--- src/logic/pin_mux_cfg.svh ---
// constants for the port s/p/j/l pin function multiplexer
`ifndef PIN_MUX_CFG_SVH
`define PIN_MUX_CFG_SVH
`define AW 6
`define DW 8
`define A_ROUTE0 6'h00
`define A_ROUTE1 6'h01
`define A_ROUTE2 6'h02
`define A_ROUTE3 6'h03
`define A_IRQCTL 6'h04
`define A_S_DATA 6'h05
`define A_S_DIR 6'h06
`define A_S_IN 6'h07
`define A_P_DATA 6'h08
`define A_P_DIR 6'h09
`define A_P_IN 6'h0A
`define A_J_DATA 6'h0B
`define A_J_DIR 6'h0C
`define A_J_IN 6'h0D
`define A_L_CTL 6'h0E
`define A_XSTAT 6'h0F
`define A_STAT 6'h10
`define A_CLR 6'h14
`define A_IEN 6'h18
`define GRP_SEL 1:0
`define GRP_BLK 5:2
`define F_CAN_PHYDIR 0
`define F_CAN_MSG 1
`define F_CAN_PHY 2
`define F_SPI0 3
`define F_UART0 4
`define F_UART1 5
`define F_I2C 7:6
`define F_TRIG 1:0
`define F_PWM3 3
`define F_PWM7 7
`define F_IC1 1
`define F_IC2 2
`define F_IC3 4:3
`define F_IRQ_EDGE 7
`define F_IRQ_EN 6
`define TRIG_AT_PP4 2'h1
`define ROUTE3_RST 8'h1E
`define OC_MASK 8'h75
`define NGRP 4
`define G_S 0
`define G_P 1
`define G_L 2
`define G_OC 3
`define EV_IRQ 2
`define SYNC_W 28
`define SL_S 7:0
`define SL_P 15:8
`define SL_J 17:16
`define SL_L 19:18
`define SL_OC 27:20
`endif

--- src/logic/pin_mux_pkg.sv ---
// types for the port s/p/j/l pin function multiplexer
package pin_mux_pkg;
  typedef logic [7:0] data_t;
  typedef logic [2:0] pad_sel_t;
  typedef enum logic [1:0] {I2C_AT_J, I2C_AT_S, I2C_AT_T, I2C_AT_NONE} i2c_loc_e;
endpackage

--- src/logic/pad_sync_if.sv ---
// pad level synchroniser carrier
`timescale 1ns/10ps
interface pad_sync_if #(parameter int W = 8);
  logic [W-1:0] raw;
  logic [W-1:0] level;
  logic [W-1:0] fall;
  modport sync (input raw, output level, output fall);
  modport user (output raw, input level, input fall);
endinterface

--- src/logic/pad_sync.sv ---
// two-flop pad synchroniser with falling edge detect
`timescale 1ns/10ps
module pad_sync #(parameter int W = 8) (
  // clock and reset
  input wire logic sys_clk_in,
  input wire logic sys_rst_in,
  // pad levels
  pad_sync_if.sync sif
);
  logic [W-1:0] meta;
  logic [W-1:0] lvl;
  logic [W-1:0] lvl_d;

  always_ff @(posedge sys_clk_in or posedge sys_rst_in) begin
    if (sys_rst_in) begin
      meta <= '1;
      lvl <= '1;
      lvl_d <= '1;
    end else begin
      meta <= sif.raw;
      lvl <= meta;
      lvl_d <= lvl;
    end
  end

  assign sif.level = lvl;
  assign sif.fall = lvl_d & ~lvl;
endmodule

--- src/logic/port_s_p_j_l_pin_function_mux.sv ---
// pin function multiplexer for ports s, p, j and l
`timescale 1ns/10ps
`include "pin_mux_cfg.svh"
module port_s_p_j_l_pin_function_mux (
  // clock and reset
  input wire logic sys_clk_in,
  input wire logic sys_rst_in,
  // register port
  input wire logic [`AW-1:0] addr_in,
  input wire logic [`DW-1:0] wdata_in,
  input wire logic wr_in,
  input wire logic rd_in,
  output logic [`DW-1:0] rdata_out,
  // pads
  input wire logic [7:0] s_pad_in,
  output logic [7:0] s_pad_out,
  output logic [7:0] s_pad_oe_out,
  input wire logic [7:0] p_pad_in,
  output logic [7:0] p_pad_out,
  output logic [7:0] p_pad_oe_out,
  input wire logic [1:0] j_pad_in,
  output logic [1:0] j_pad_out,
  output logic [1:0] j_pad_oe_out,
  input wire logic [1:0] l_pad_in,
  input wire logic [7:0] oc_in,
  // cpu
  input wire logic cpu_xmask_in,
  output logic nmi_req_out,
  output logic irq_req_out,
  output logic pin_irq_out,
  output logic wake_out,
  // timer0
  input wire logic [3:0] tim0_oc_en_in,
  input wire logic [3:0] tim0_oc_in,
  input wire logic tim0_ic1_en_in,
  input wire logic [3:2] tim0_ic_alt_in,
  output logic [3:0] tim0_ic_out,
  // sent
  input wire logic sent_en_in,
  input wire logic sent_transmitter_pin_in,
  output logic sent_rx_out,
  // spi1 and spi0, bits ss, sck, mosi, miso
  input wire logic spi1_en_in,
  input wire logic [3:0] spi1_oe_in,
  input wire logic [3:0] spi1_do_in,
  output logic [3:0] spi1_di_out,
  input wire logic spi0_en_in,
  input wire logic [3:0] spi0_oe_in,
  input wire logic [3:0] spi0_do_in,
  output logic [3:0] spi0_di_out,
  // uarts
  input wire logic uart0_en_in,
  input wire logic uart0_txd_in,
  output logic uart0_rxd_out,
  input wire logic uart1_en_in,
  input wire logic uart1_txd_in,
  output logic uart1_rxd_out,
  // i2c
  input wire logic i2c_en_in,
  input wire logic i2c_scl_low_in,
  input wire logic i2c_sda_low_in,
  output logic i2c_scl_out,
  output logic i2c_sda_out,
  // can and can phy
  input wire logic can_en_in,
  input wire logic can_transmit_out_in,
  input wire logic canphy_direct_out_bit_in,
  input wire logic canphy_receive_out_in,
  output logic can_receive_in_out,
  output logic canphy_transmit_in_out,
  // pwm, channels 1, 3, 5, 7
  input wire logic [3:0] pwm0_en_in,
  input wire logic [3:0] pwm0_in,
  input wire logic [3:0] fpwm_en_in,
  input wire logic [3:0] fpwm_in,
  // adc
  input wire logic adc_trigger_alt_in,
  output logic adc_external_trigger_out,
  output logic [1:0] port_l_adc_out
);
  ////////////////////////////////////////////////////////////////////////////////
  // registers
  pin_mux_pkg::data_t route0, route1, route2, route3, irqctl;
  pin_mux_pkg::data_t s_data, s_dir, p_data, p_dir;
  pin_mux_pkg::data_t flag [`NGRP];
  pin_mux_pkg::data_t ien [`NGRP];
  pin_mux_pkg::data_t ev [`NGRP];
  pin_mux_pkg::data_t next_rdata;
  logic [1:0] j_data, j_dir, l_adc;
  logic nmi_pin_lock;

  ////////////////////////////////////////////////////////////////////////////////
  // pad synchroniser
  pad_sync_if #(.W(`SYNC_W)) psi ();
  pad_sync #(.W(`SYNC_W)) u_sync (
    .sys_clk_in(sys_clk_in),
    .sys_rst_in(sys_rst_in),
    .sif(psi.sync)
  );
  assign psi.raw = {~oc_in, l_pad_in, j_pad_in, p_pad_in, s_pad_in};
  logic [7:0] s_lvl, p_lvl, oc_lvl, s_fall, p_fall;
  logic [1:0] j_lvl, l_lvl, l_fall;
  assign s_lvl = psi.level[`SL_S];
  assign p_lvl = psi.level[`SL_P];
  assign j_lvl = psi.level[`SL_J];
  assign l_lvl = psi.level[`SL_L];
  assign oc_lvl = ~psi.level[`SL_OC];
  assign s_fall = psi.fall[`SL_S];
  assign p_fall = psi.fall[`SL_P];
  assign l_fall = psi.fall[`SL_L];

  ////////////////////////////////////////////////////////////////////////////////
  // register writes
  logic ien_wr, clr_wr, stat_rd, ien_rd;
  assign ien_wr = wr_in && ({addr_in[`GRP_BLK], 2'h0} == `A_IEN);
  assign clr_wr = wr_in && ({addr_in[`GRP_BLK], 2'h0} == `A_CLR);
  assign stat_rd = {addr_in[`GRP_BLK], 2'h0} == `A_STAT;
  assign ien_rd = {addr_in[`GRP_BLK], 2'h0} == `A_IEN;

  always_ff @(posedge sys_clk_in or posedge sys_rst_in) begin
    if (sys_rst_in) begin
      {route0, route1, route2, irqctl} <= '0;
      route3 <= `ROUTE3_RST;
      {s_data, s_dir, p_data, p_dir} <= '0;
      {j_data, j_dir, l_adc} <= '0;
    end else if (wr_in) begin
      case (addr_in)
        `A_ROUTE0: route0 <= wdata_in;
        `A_ROUTE1: route1 <= wdata_in;
        `A_ROUTE2: route2 <= wdata_in;
        `A_ROUTE3: route3 <= wdata_in;
        `A_IRQCTL: irqctl <= wdata_in;
        `A_S_DATA: s_data <= wdata_in;
        `A_S_DIR: s_dir <= wdata_in;
        `A_P_DATA: p_data <= wdata_in;
        `A_P_DIR: p_dir <= wdata_in;
        `A_J_DATA: j_data <= wdata_in[1:0];
        `A_J_DIR: j_dir <= wdata_in[1:0];
        `A_L_CTL: l_adc <= wdata_in[1:0];
        default: ;
      endcase
    end
  end

  ////////////////////////////////////////////////////////////////////////////////
  // non-maskable pin lock
  logic xlock_now;
  assign xlock_now = nmi_pin_lock | ~cpu_xmask_in;
  always_ff @(posedge sys_clk_in or posedge sys_rst_in) begin
    if (sys_rst_in) begin
      nmi_pin_lock <= 1'h0;
    end else if (!cpu_xmask_in) begin
      nmi_pin_lock <= 1'h1;
    end
  end

  ////////////////////////////////////////////////////////////////////////////////
  // route decode
  logic ic1_at_ps7, can_msg, can_phy, spi0_s, u0_s, u0_j, u1_s, i2c_s, i2c_j;
  logic trig_pp4, pwm7_p, pwm3_p, irq_en, irq_edge;
  assign ic1_at_ps7 = route3[`F_IC1] & tim0_ic1_en_in;
  assign can_msg = route0[`F_CAN_MSG] & (route0[`F_CAN_PHYDIR] | can_en_in);
  assign can_phy = route0[`F_CAN_PHY];
  assign spi0_s = ~route0[`F_SPI0] & spi0_en_in;
  assign u0_s = route0[`F_UART0] & uart0_en_in;
  assign u0_j = ~route0[`F_UART0] & uart0_en_in;
  assign u1_s = route0[`F_UART1] & uart1_en_in;
  assign i2c_s = (route0[`F_I2C] == pin_mux_pkg::I2C_AT_S) & i2c_en_in;
  assign i2c_j = (route0[`F_I2C] == pin_mux_pkg::I2C_AT_J) & i2c_en_in;
  assign trig_pp4 = route1[`F_TRIG] == `TRIG_AT_PP4;
  assign pwm7_p = route2[`F_PWM7] & pwm0_en_in[3];
  assign pwm3_p = route2[`F_PWM3] & pwm0_en_in[1];
  assign irq_en = irqctl[`F_IRQ_EN];
  assign irq_edge = irqctl[`F_IRQ_EDGE];

  ////////////////////////////////////////////////////////////////////////////////
  // pad priority select, {function active, oe, out}
  pin_mux_pkg::pad_sel_t s_sel [8];
  pin_mux_pkg::pad_sel_t p_sel [8];
  pin_mux_pkg::pad_sel_t j_sel [2];
  assign s_sel[7] = tim0_oc_en_in[0] ? {2'h3, tim0_oc_in[0]} : ic1_at_ps7 ? 3'h4 :
    sent_en_in ? {2'h3, sent_transmitter_pin_in} : spi1_en_in ? {1'h1, spi1_oe_in[3], spi1_do_in[3]} :
    {1'h0, s_dir[7], s_data[7]};
  assign s_sel[6] = tim0_oc_en_in[1] ? {2'h3, tim0_oc_in[1]} :
    spi1_en_in ? {1'h1, spi1_oe_in[2], spi1_do_in[2]} : {1'h0, s_dir[6], s_data[6]};
  assign s_sel[5] = tim0_oc_en_in[2] ? {2'h3, tim0_oc_in[2]} : u1_s ? {2'h3, uart1_txd_in} :
    spi1_en_in ? {1'h1, spi1_oe_in[1], spi1_do_in[1]} : {1'h0, s_dir[5], s_data[5]};
  assign s_sel[4] = tim0_oc_en_in[3] ? {2'h3, tim0_oc_in[3]} : u1_s ? 3'h4 :
    spi1_en_in ? {1'h1, spi1_oe_in[0], spi1_do_in[0]} : {1'h0, s_dir[4], s_data[4]};
  assign s_sel[3] = xlock_now ? 3'h4 :
    can_msg ? {2'h3, route0[`F_CAN_PHYDIR] ? canphy_direct_out_bit_in : can_transmit_out_in} :
    spi0_s ? {1'h1, spi0_oe_in[3], spi0_do_in[3]} : {1'h0, s_dir[3], s_data[3]};
  assign s_sel[2] = irq_en ? 3'h4 : can_msg ? 3'h4 :
    spi0_s ? {1'h1, spi0_oe_in[2], spi0_do_in[2]} : {1'h0, s_dir[2], s_data[2]};
  assign s_sel[1] = can_phy ? 3'h4 : u0_s ? {2'h3, uart0_txd_in} : i2c_s ? {1'h1, i2c_scl_low_in, 1'h0} :
    spi0_s ? {1'h1, spi0_oe_in[1], spi0_do_in[1]} : {1'h0, s_dir[1], s_data[1]};
  assign s_sel[0] = can_phy ? {2'h3, canphy_receive_out_in} : u0_s ? 3'h4 :
    i2c_s ? {1'h1, i2c_sda_low_in, 1'h0} :
    spi0_s ? {1'h1, spi0_oe_in[0], spi0_do_in[0]} : {1'h0, s_dir[0], s_data[0]};
  assign p_sel[7] = fpwm_en_in[3] ? {2'h3, fpwm_in[3]} : {1'h0, p_dir[7], p_data[7]};
  assign p_sel[6] = fpwm_en_in[2] ? {2'h3, fpwm_in[2]} : {1'h0, p_dir[6], p_data[6]};
  assign p_sel[5] = fpwm_en_in[1] ? {2'h3, fpwm_in[1]} : {1'h0, p_dir[5], p_data[5]};
  assign p_sel[4] = trig_pp4 ? 3'h4 : fpwm_en_in[0] ? {2'h3, fpwm_in[0]} :
    {1'h0, p_dir[4], p_data[4]};
  assign p_sel[3] = pwm7_p ? {2'h3, pwm0_in[3]} : {1'h0, p_dir[3], p_data[3]};
  assign p_sel[2] = pwm0_en_in[2] ? {2'h3, pwm0_in[2]} : {1'h0, p_dir[2], p_data[2]};
  assign p_sel[1] = pwm3_p ? {2'h3, pwm0_in[1]} : {1'h0, p_dir[1], p_data[1]};
  assign p_sel[0] = pwm0_en_in[0] ? {2'h3, pwm0_in[0]} : {1'h0, p_dir[0], p_data[0]};
  assign j_sel[1] = u0_j ? {2'h3, uart0_txd_in} : i2c_j ? {1'h1, i2c_scl_low_in, 1'h0} :
    {1'h0, j_dir[1], j_data[1]};
  assign j_sel[0] = u0_j ? 3'h4 : i2c_j ? {1'h1, i2c_sda_low_in, 1'h0} : {1'h0, j_dir[0], j_data[0]};

  logic [7:0] next_s_oe, next_s_do, next_p_oe, next_p_do, s_gin, p_gin;
  logic [1:0] next_j_oe, next_j_do;
  for (genvar i = 0; i < 8; i++) begin : g_sp
    assign next_s_oe[i] = s_sel[i][1];
    assign next_s_do[i] = s_sel[i][0];
    assign s_gin[i] = ~s_sel[i][2] & ~s_dir[i];
    assign next_p_oe[i] = p_sel[i][1];
    assign next_p_do[i] = p_sel[i][0];
    assign p_gin[i] = ~p_sel[i][2] & ~p_dir[i];
  end
  for (genvar i = 0; i < 2; i++) begin : g_j
    assign next_j_oe[i] = j_sel[i][1];
    assign next_j_do[i] = j_sel[i][0];
  end

  ////////////////////////////////////////////////////////////////////////////////
  // interrupt flags, set wins over clear
  logic irq_fall;
  logic [`NGRP-1:0] grp_pend;
  assign irq_fall = irq_en & irq_edge & s_fall[2];
  assign ev[`G_S] = s_fall & s_gin;
  assign ev[`G_P] = p_fall & p_gin;
  assign ev[`G_L] = {5'h00, irq_fall, l_fall};
  assign ev[`G_OC] = oc_lvl & `OC_MASK;
  for (genvar g = 0; g < `NGRP; g++) begin : g_flag
    logic [7:0] clr;
    assign clr = (clr_wr && addr_in[`GRP_SEL] == 2'(g)) ? wdata_in : 8'h00;
    assign grp_pend[g] = |(flag[g] & ien[g]);
    always_ff @(posedge sys_clk_in or posedge sys_rst_in) begin
      if (sys_rst_in) begin
        flag[g] <= 8'h00;
        ien[g] <= 8'h00;
      end else begin
        flag[g] <= (flag[g] & ~clr) | ev[g];
        if (ien_wr && addr_in[`GRP_SEL] == 2'(g)) begin
          ien[g] <= wdata_in;
        end
      end
    end
  end

  ////////////////////////////////////////////////////////////////////////////////
  // next output values
  logic next_nmi, next_irq, next_pin_irq, next_wake;
  logic [3:0] next_ic;
  assign next_nmi = xlock_now & ~s_lvl[3];
  assign next_irq = irq_en & (irq_edge ? flag[`G_L][`EV_IRQ] : ~s_lvl[2]);
  assign next_pin_irq = |grp_pend;
  assign next_wake = next_pin_irq | (next_nmi & ~cpu_xmask_in);
  assign next_ic = {(route3[`F_IC3] != 2'h0) ? tim0_ic_alt_in[3] : s_lvl[4],
    route3[`F_IC2] ? tim0_ic_alt_in[2] : s_lvl[5], route3[`F_IC1] ? s_lvl[7] : s_lvl[6], s_lvl[7]};

  always_ff @(posedge sys_clk_in or posedge sys_rst_in) begin
    if (sys_rst_in) begin
      {s_pad_out, s_pad_oe_out, p_pad_out, p_pad_oe_out, j_pad_out, j_pad_oe_out} <= '0;
      {nmi_req_out, irq_req_out, pin_irq_out, wake_out, tim0_ic_out, sent_rx_out} <= '0;
      {spi1_di_out, spi0_di_out, uart0_rxd_out, uart1_rxd_out, i2c_scl_out, i2c_sda_out} <= '0;
      {can_receive_in_out, canphy_transmit_in_out, adc_external_trigger_out, port_l_adc_out} <= '0;
    end else begin
      {s_pad_out, s_pad_oe_out, p_pad_out, p_pad_oe_out} <= {next_s_do, next_s_oe, next_p_do, next_p_oe};
      {j_pad_out, j_pad_oe_out} <= {next_j_do, next_j_oe};
      {nmi_req_out, irq_req_out, pin_irq_out, wake_out} <= {next_nmi, next_irq, next_pin_irq, next_wake};
      tim0_ic_out <= next_ic;
      sent_rx_out <= s_lvl[7];
      spi1_di_out <= s_lvl[7:4];
      spi0_di_out <= s_lvl[3:0];
      uart0_rxd_out <= route0[`F_UART0] ? s_lvl[0] : j_lvl[0];
      uart1_rxd_out <= route0[`F_UART1] ? s_lvl[4] : 1'h1;
      i2c_scl_out <= i2c_s ? s_lvl[1] : j_lvl[1];
      i2c_sda_out <= i2c_s ? s_lvl[0] : j_lvl[0];
      can_receive_in_out <= can_msg ? s_lvl[2] : 1'h1;
      canphy_transmit_in_out <= can_phy ? s_lvl[1] : 1'h1;
      adc_external_trigger_out <= trig_pp4 ? p_lvl[4] : adc_trigger_alt_in;
      port_l_adc_out <= l_lvl & l_adc;
    end
  end

  ////////////////////////////////////////////////////////////////////////////////
  // register reads
  always_comb begin
    case (addr_in)
      `A_ROUTE0: next_rdata = route0;
      `A_ROUTE1: next_rdata = route1;
      `A_ROUTE2: next_rdata = route2;
      `A_ROUTE3: next_rdata = route3;
      `A_IRQCTL: next_rdata = irqctl;
      `A_S_DATA: next_rdata = s_data;
      `A_S_DIR: next_rdata = s_dir;
      `A_S_IN: next_rdata = s_lvl;
      `A_P_DATA: next_rdata = p_data;
      `A_P_DIR: next_rdata = p_dir;
      `A_P_IN: next_rdata = p_lvl;
      `A_J_DATA: next_rdata = {6'h00, j_data};
      `A_J_DIR: next_rdata = {6'h00, j_dir};
      `A_J_IN: next_rdata = {6'h00, j_lvl};
      `A_L_CTL: next_rdata = {4'h0, l_adc, l_lvl};
      `A_XSTAT: next_rdata = {7'h00, nmi_pin_lock};
      default: next_rdata = stat_rd ? flag[addr_in[`GRP_SEL]] : ien_rd ? ien[addr_in[`GRP_SEL]] : 8'h00;
    endcase
  end

  always_ff @(posedge sys_clk_in or posedge sys_rst_in) begin
    if (sys_rst_in) begin
      rdata_out <= 8'h00;
    end else begin
      rdata_out <= rd_in ? next_rdata : 8'h00;
    end
  end
endmodule

--- config.mk ---
export PLATFORM = sky130hd
export DESIGN_NAME = port_s_p_j_l_pin_function_mux
export DESIGN_NICKNAME = d
export VERILOG_FILES = /design/src/logic/pin_mux_pkg.sv /design/src/logic/pad_sync_if.sv /design/src/logic/pad_sync.sv /design/src/logic/port_s_p_j_l_pin_function_mux.sv
export VERILOG_INCLUDE_DIRS = /design/src /design/src/logic
export SDC_FILE = /design/constraint.sdc
export NUM_CORES = 1
export LEC_CHECK = 0
export BUFFER_PORTS_ARGS = -buffer_cell sky130_fd_sc_hd__buf_2
export CAP_MARGIN = 20
export CORE_MARGIN = 1.5
export CORE_UTILIZATION = 40
export CTS_CLUSTER_SIZE = 28
export DETAILED_ROUTE_END_ITERATION = 10
export PLACE_DENSITY = 0.59
export SETUP_SLACK_MARGIN = 0.3
export SKIP_CTS_REPAIR_TIMING = 1
export SLEW_MARGIN = 20
export SYNTH_ARGS = -nofsm -noshare
export SYNTH_HDL_FRONTEND = slang
export SYNTH_SLANG_ARGS = --single-unit
--- constraint.sdc ---
create_clock -name sys_clk_in -period 8.9 [get_ports sys_clk_in]
set_input_delay 1.78 -clock sys_clk_in [delete_from_list [all_inputs] [get_ports sys_clk_in]]
set_output_delay 1.78 -clock sys_clk_in [all_outputs]
set_load 0.01 [all_outputs]
* Word-level counts from Yosys, hierarchy flattened
Cells that the tools add are included.
** Operators by class
- Order comparisons :: 1
- Equality and inequality tests :: 23
- Muxes and demuxes :: 65
- Bitwise operators :: 95
- Reduce and logical (&&, ||, !) cells :: 27
** Operator list (number)
- 8-bit one-hot mux with 16 select lines :: 1
- 3-bit two-way mux :: 35
- 8-bit two-way mux :: 11
- 8-bit AND :: 10
- 6-bit by 4-bit equality test with 1-bit output (second input constant) :: 8
- 1-bit inverter :: 37
- 8-bit binary-select mux with 2-bit select :: 2
- 8-bit inverter :: 4
- 32-bit OR reduction :: 1
- 1-bit AND :: 31
- 6-bit by 3-bit equality test with 1-bit output (second input constant) :: 4
- 2-bit AND reduction :: 12
- 20-bit AND :: 1
- 20-bit inverter :: 1
- 8-bit bitwise OR :: 2
- 7-bit inverter :: 2
- 4-bit by 3-bit equality test with 1-bit output (second input constant) :: 3
- 6-bit by 2-bit equality test with 1-bit output (second input constant) :: 2
- 1-bit two-way mux :: 12
- 1-bit logical AND :: 10
- 2-bit two-way mux :: 4
- 8-bit by 3-bit bitwise OR with 8-bit output :: 1
- 8-bit by 7-bit bitwise OR with 8-bit output :: 1
- 2-bit by 1-bit equality test with 1-bit output (second input constant) :: 3
- other kinds (9) :: 13
** Storage, ports and cells
- Register bits after elaboration :: 287
- Input port bits :: 106
- Output and inout bits :: 70
- Logic and storage cells :: 258

* Longest topological paths before layout
- Depth in word-level cells :: 10
- Gate-level depth with buffers :: 7
- Mapped depth without buffers :: 4

* By module
A second synthesis with hierarchy kept.
** Second synthesis, totals
- Cells, all modules :: 889
- Area total of the unflattened synthesis :: 12220.5 µm²
** By module, submodules not included
- port_s_p_j_l_pin_function_mux :: times used 1, cells an instance 776, area an instance 9624.2 µm², sequential area each 5285.1 µm²
- pad_sync :: times used 1, cells an instance 113, area an instance 2596.2 µm², sequential area each 2207.1 µm²

* Worst setup path after synthesis
No wires, ideal clock.
- Kind :: input to register
- Start point :: input port addr_in[3]
- End point :: register rdata_out[1]
- Library setup time :: 0.065 ns
- Data arrival time :: 3.031 ns
- Required time :: 8.835 ns
- Path slack :: 5.804 ns
- Cell stages on the path :: 5
- Path buffers :: 1
- Path through :: buf_6 -> or4b_4 -> or3_1 -> o2111ai_1 -> o211a_1
** On the way
- Word-level cells in the longest chain between the ends :: 5
- Elaborated cells on any way between the ends :: 22
- Classes of those cells :: 17 x eq/ne; 4 x mux; 1 x reduce/logical
** RTL lines
- from (decl) :: line port_s_p_j_l_pin_function_mux.sv:9 : input wire logic [`AW-1:0] addr_in,
- 4-bit by 3-bit equality test with 1-bit output (no line)
- 8-bit two-way mux (2 in series) :: line port_s_p_j_l_pin_function_mux.sv:310 : default: next_rdata = stat_rd ? flag[addr_in[`GRP_SEL]] : ien_rd ? ien[addr_in[`GRP_SEL]] : 8'h00;
- 8-bit one-hot mux with 16 select lines (*) :: line port_s_p_j_l_pin_function_mux.sv:293 : case (addr_in)
- 8-bit two-way mux (*) :: line port_s_p_j_l_pin_function_mux.sv:318 : rdata_out <= rd_in ? next_rdata : 8'h00;
- to (signal assigned) :: line port_s_p_j_l_pin_function_mux.sv:318
- to (decl) :: line port_s_p_j_l_pin_function_mux.sv:13 : output logic [`DW-1:0] rdata_out,
Every way passes the cells marked *; elsewhere a longest branch is shown, timed or not.
A chain may end at the register's enable or synchronous reset.

* Final worst setup path
- Start point :: input port addr_in[3]
- End point :: register p_data[7]
** On the way
- Word-level cells in the longest chain between the ends :: 2
** RTL lines
- 6-bit by 4-bit equality test with 1-bit output :: line port_s_p_j_l_pin_function_mux.sv:127 : case (addr_in)
- 2-bit AND reduction (no line)
- to (signal assigned) :: line port_s_p_j_l_pin_function_mux.sv:135 : `A_P_DATA: p_data <= wdata_in;
- to (decl) :: line port_s_p_j_l_pin_function_mux.sv:84 : pin_mux_pkg::data_t s_data, s_dir, p_data, p_dir;
No other way between the ends.

==> impl_metrics.env <==
export IMPL_status="complete, no violations"
export IMPL_cp_arrival_ps=4770
export IMPL_yosys_warnings=0
export IMPL_wl_microns=32900
export IMPL_grt_start_max_net_pins=75
export IMPL_drive_gt1_share_pct=40.9
export IMPL_ff2ff_setup_slack_ps=7090
export IMPL_fin_nets=1161
export IMPL_avgSynthCellArea_sq_um=13.0
export IMPL_coreArea_sq_um=28600
export IMPL_cpPeakStageDelay_ps=970
export IMPL_rows=62
export IMPL_antenna_found_initial=2
export IMPL_path_buf_inv=1
export IMPL_hold_class="register to register"
export IMPL_period_needed_ps=4330
export IMPL_cap_violations=0
export IMPL_hold_viol_final=0
export IMPL_async_flop_share_pct=100
export IMPL_drc_errors=0
export IMPL_max_slew_worst_pin_slew_ps=1040
export IMPL_die_x_microns=173
export IMPL_die_y_microns=173
export IMPL_fin_cells=1465
export IMPL_place_gp_congestion=0.854
export IMPL_p_leak_nw=6.16
export IMPL_synth_nets=995
export IMPL_ant_nets=0
export IMPL_die_area_sq_um=30000
export IMPL_fin_setup_tns_ps=0
export IMPL_first_iter_violations=504
export IMPL_htree_levels=1
export IMPL_dpl_hpwl_microns=23400
export IMPL_p_per_area_nw_per_um2=227
export IMPL_drv_slew=0
export IMPL_critPathLaunchType="input port"
export IMPL_min_period_over_period_pct=48.7
export IMPL_vias=7954
export IMPL_start_util_pct=40.4
export IMPL_critPathMaxFanout=27
export IMPL_grt_usage_pct=22.2
export IMPL_cts_root_buf="clkbuf_16"
export IMPL_vias_per_cell=5.43
export IMPL_grt_pass1_vias=8029
export IMPL_setup_viol=0
export IMPL_power_frac_clock_pct=41.2
export IMPL_rsz0062_at_grt="false"
export IMPL_p_int_mw=2.34
export IMPL_drtPass1Iterations=5
export IMPL_synth_seq_area_share_pct=61.1
export IMPL_ys_ff_latch=279
export IMPL_synth_area_leaders="dfrtp_1 45%, dfstp_2 16%, mux2_2 9.2%, mux4_2 3.7%, nand2_1 3.1%"
export IMPL_area_growth_pct=19.2
export IMPL_grt_ovfl_total=0
export IMPL_combinationalPowerShare_pct=11.0
export IMPL_synthCells=889
export IMPL_routedWlPerCell_microns=22.4
export IMPL_netlist_area_sq_um=11600
export IMPL_peakVddDrop_v=0.000144
export IMPL_synth_edf_count=0
export IMPL_endpoint_kind="register"
export IMPL_cts_tree="yes"
export IMPL_swShare_pct=25.1
export IMPL_insertion_delay_ps=560
export IMPL_clock_sinks=279
export IMPL_io_pins=176
export IMPL_switching_power_uw=786
export IMPL_synthFlopType="dfrtp_1"
export IMPL_cts_max_path_buffers=3
export IMPL_numCtsBuffers=30
export IMPL_cp_slowest_cell="nand4_1"
export IMPL_yosysMostFrequentCell="dfrtp_1"
export IMPL_synth_top_area_share_pct=44.8
export IMPL_path_class="input port to register"
export IMPL_synthTopCellsByCount="207 x dfrtp_1, 97 x nand2_1, 95 x mux2_2"
export IMPL_max_clock_freq_mhz=231
export IMPL_dp_cells=1407
export IMPL_cts_clk_slew_worst_paths_ps=60
export IMPL_cp_top_family="simple AND/OR/NAND/NOR gates"
export IMPL_slew_headroom_pct=30.8
export IMPL_cp_required_ps=9330
export IMPL_synth_top_cell_by_area="dfrtp_1"
export IMPL_cp_cell_sequence="buf_2 -> nor2b_1 -> nand4_1 -> mux2_2"
export IMPL_port_buffers=172
export IMPL_ys_types=68
export IMPL_p_seq_share_pct=47.8
export IMPL_grt_first_pass_wirelength_microns=50700
export IMPL_clock_skew_final_ps=7.35
-- power by group through the flow --
stage               Sequential (mW)  Combinational [mW]  Clock, mW
floorplan                      1.49               0.214          0
global placement               1.51               0.341          0
detailed placement             1.52               0.346          0
CTS                            1.50               0.348       1.32
global route                   1.51               0.380       1.38
finish                         1.50               0.344       1.29
-- placed cells by master, fill, tap and decap left out, drive strengths merged, types with 10 or more instances in the layout --
cell type,n
a21oi,11
mux2i,29
buf,179
o21ai,61
nor2b,12
nand2b,22
dfstp,72
clkbuf,40
inv,15
nand3,19
nand2,97
a22oi,23
nor2,25
mux4,19
o2bb2ai,11
mux2,95
nand4,10
dfrtp,207
-- cell type report --
class / instances / area [sq um]
Timing Repair Buffer: 179 / 913
Clock inverter: 16 / 190
Tap cell: 384 / 480
Clock buffer: 40 / 850
Multi-Input combinational cell: 549 / 4210
Sequential cell: 279 / 7070
Antenna cell: 2 / 5.00
Fill cell: 2625 / 14800
Inverter: 16 / 63.8
-- kinds of logic after synthesis --
| family | Yosys count | synth area share [%] |
|---|---|---|
| multiplexers | 143 | 15.5 |
| AND/OR/NAND/NOR | 236 | 10.9 |
| buffers and inverters | 61 | 2.50 |
| AO/OA/AOI/OAI | 170 | 10.0 |
| flip-flops | 279 | 61.1 |
-- final timing paths --
path                                      start                    to  cells after the start
min                             u_sync.meta[25]  u_sync.sif.level[25]                      0
max                                  addr_in[3]             p_data[7]                      4
min reg2reg                     u_sync.meta[25]  u_sync.sif.level[25]                      0
max in group asynchronous            sys_rst_in       p_pad_oe_out[6]                      4
max reg2reg                u_sync.sif.level[15]          rdata_out[7]                      4
min in group asynchronous            sys_rst_in          j_pad_out[1]                      2
-- worst reg2reg max path: stages (launching register included) --
cell and delay (ps):
dfstp_2 390, nand3b_1 150, a21oi_1 90, a2111oi_0 670, a311oi_1 310
-- registers in the layout, summed over array words and instances (netlist names), 3 cells and up --
| name | flops |
|---|---|
| route0 | 8 |
| u_sync.meta | 25 |
| u_sync.lvl_d | 18 |
| rdata_out | 8 |
| route3 | 8 |
| route1 | 8 |
| s_pad_oe_out | 8 |
| p_dir | 8 |
| spi1_di_out | 3 |
| u_sync.sif.level | 25 |
| irqctl | 8 |
| p_pad_out | 8 |
| ien | 32 |
| spi0_di_out | 4 |
| p_pad_oe_out | 8 |
| tim0_ic_out | 4 |
| route2 | 8 |
| p_data | 8 |
| flag | 32 |
| s_data | 8 |
| s_pad_out | 8 |
| s_dir | 8 |
-- layer usage --
layer | track usage, % | vias to the layer above | wire length (microns)
li1 | - | 3567 | -
met1 | 32.1 | 4020 | 14800
met2 | 34.7 | 311 | 15000
met3 | 3.85 | 56 | 2120
met4 | 6.09 | 0 | 912
met5 | 0 | - | 0
-- through the flow --
step           setup slack [ps]  total power, mW  utilization (%)  area (sq um)  hold slack, ps
2_1_floorplan              3490             1.70                -         11600             345
4_1_cts                    4780             3.16             48.1         13800             356
6_report                   4570             3.13             48.2         13800             355
3_5_place_dp               4200             1.86             44.5         12700             347
5_1_grt                    4480             3.26             48.1         13800             355
3_3_place_gp               4180             1.85             44.5         12700             346
No activity file was read; power rests on OpenSTA's default activity.
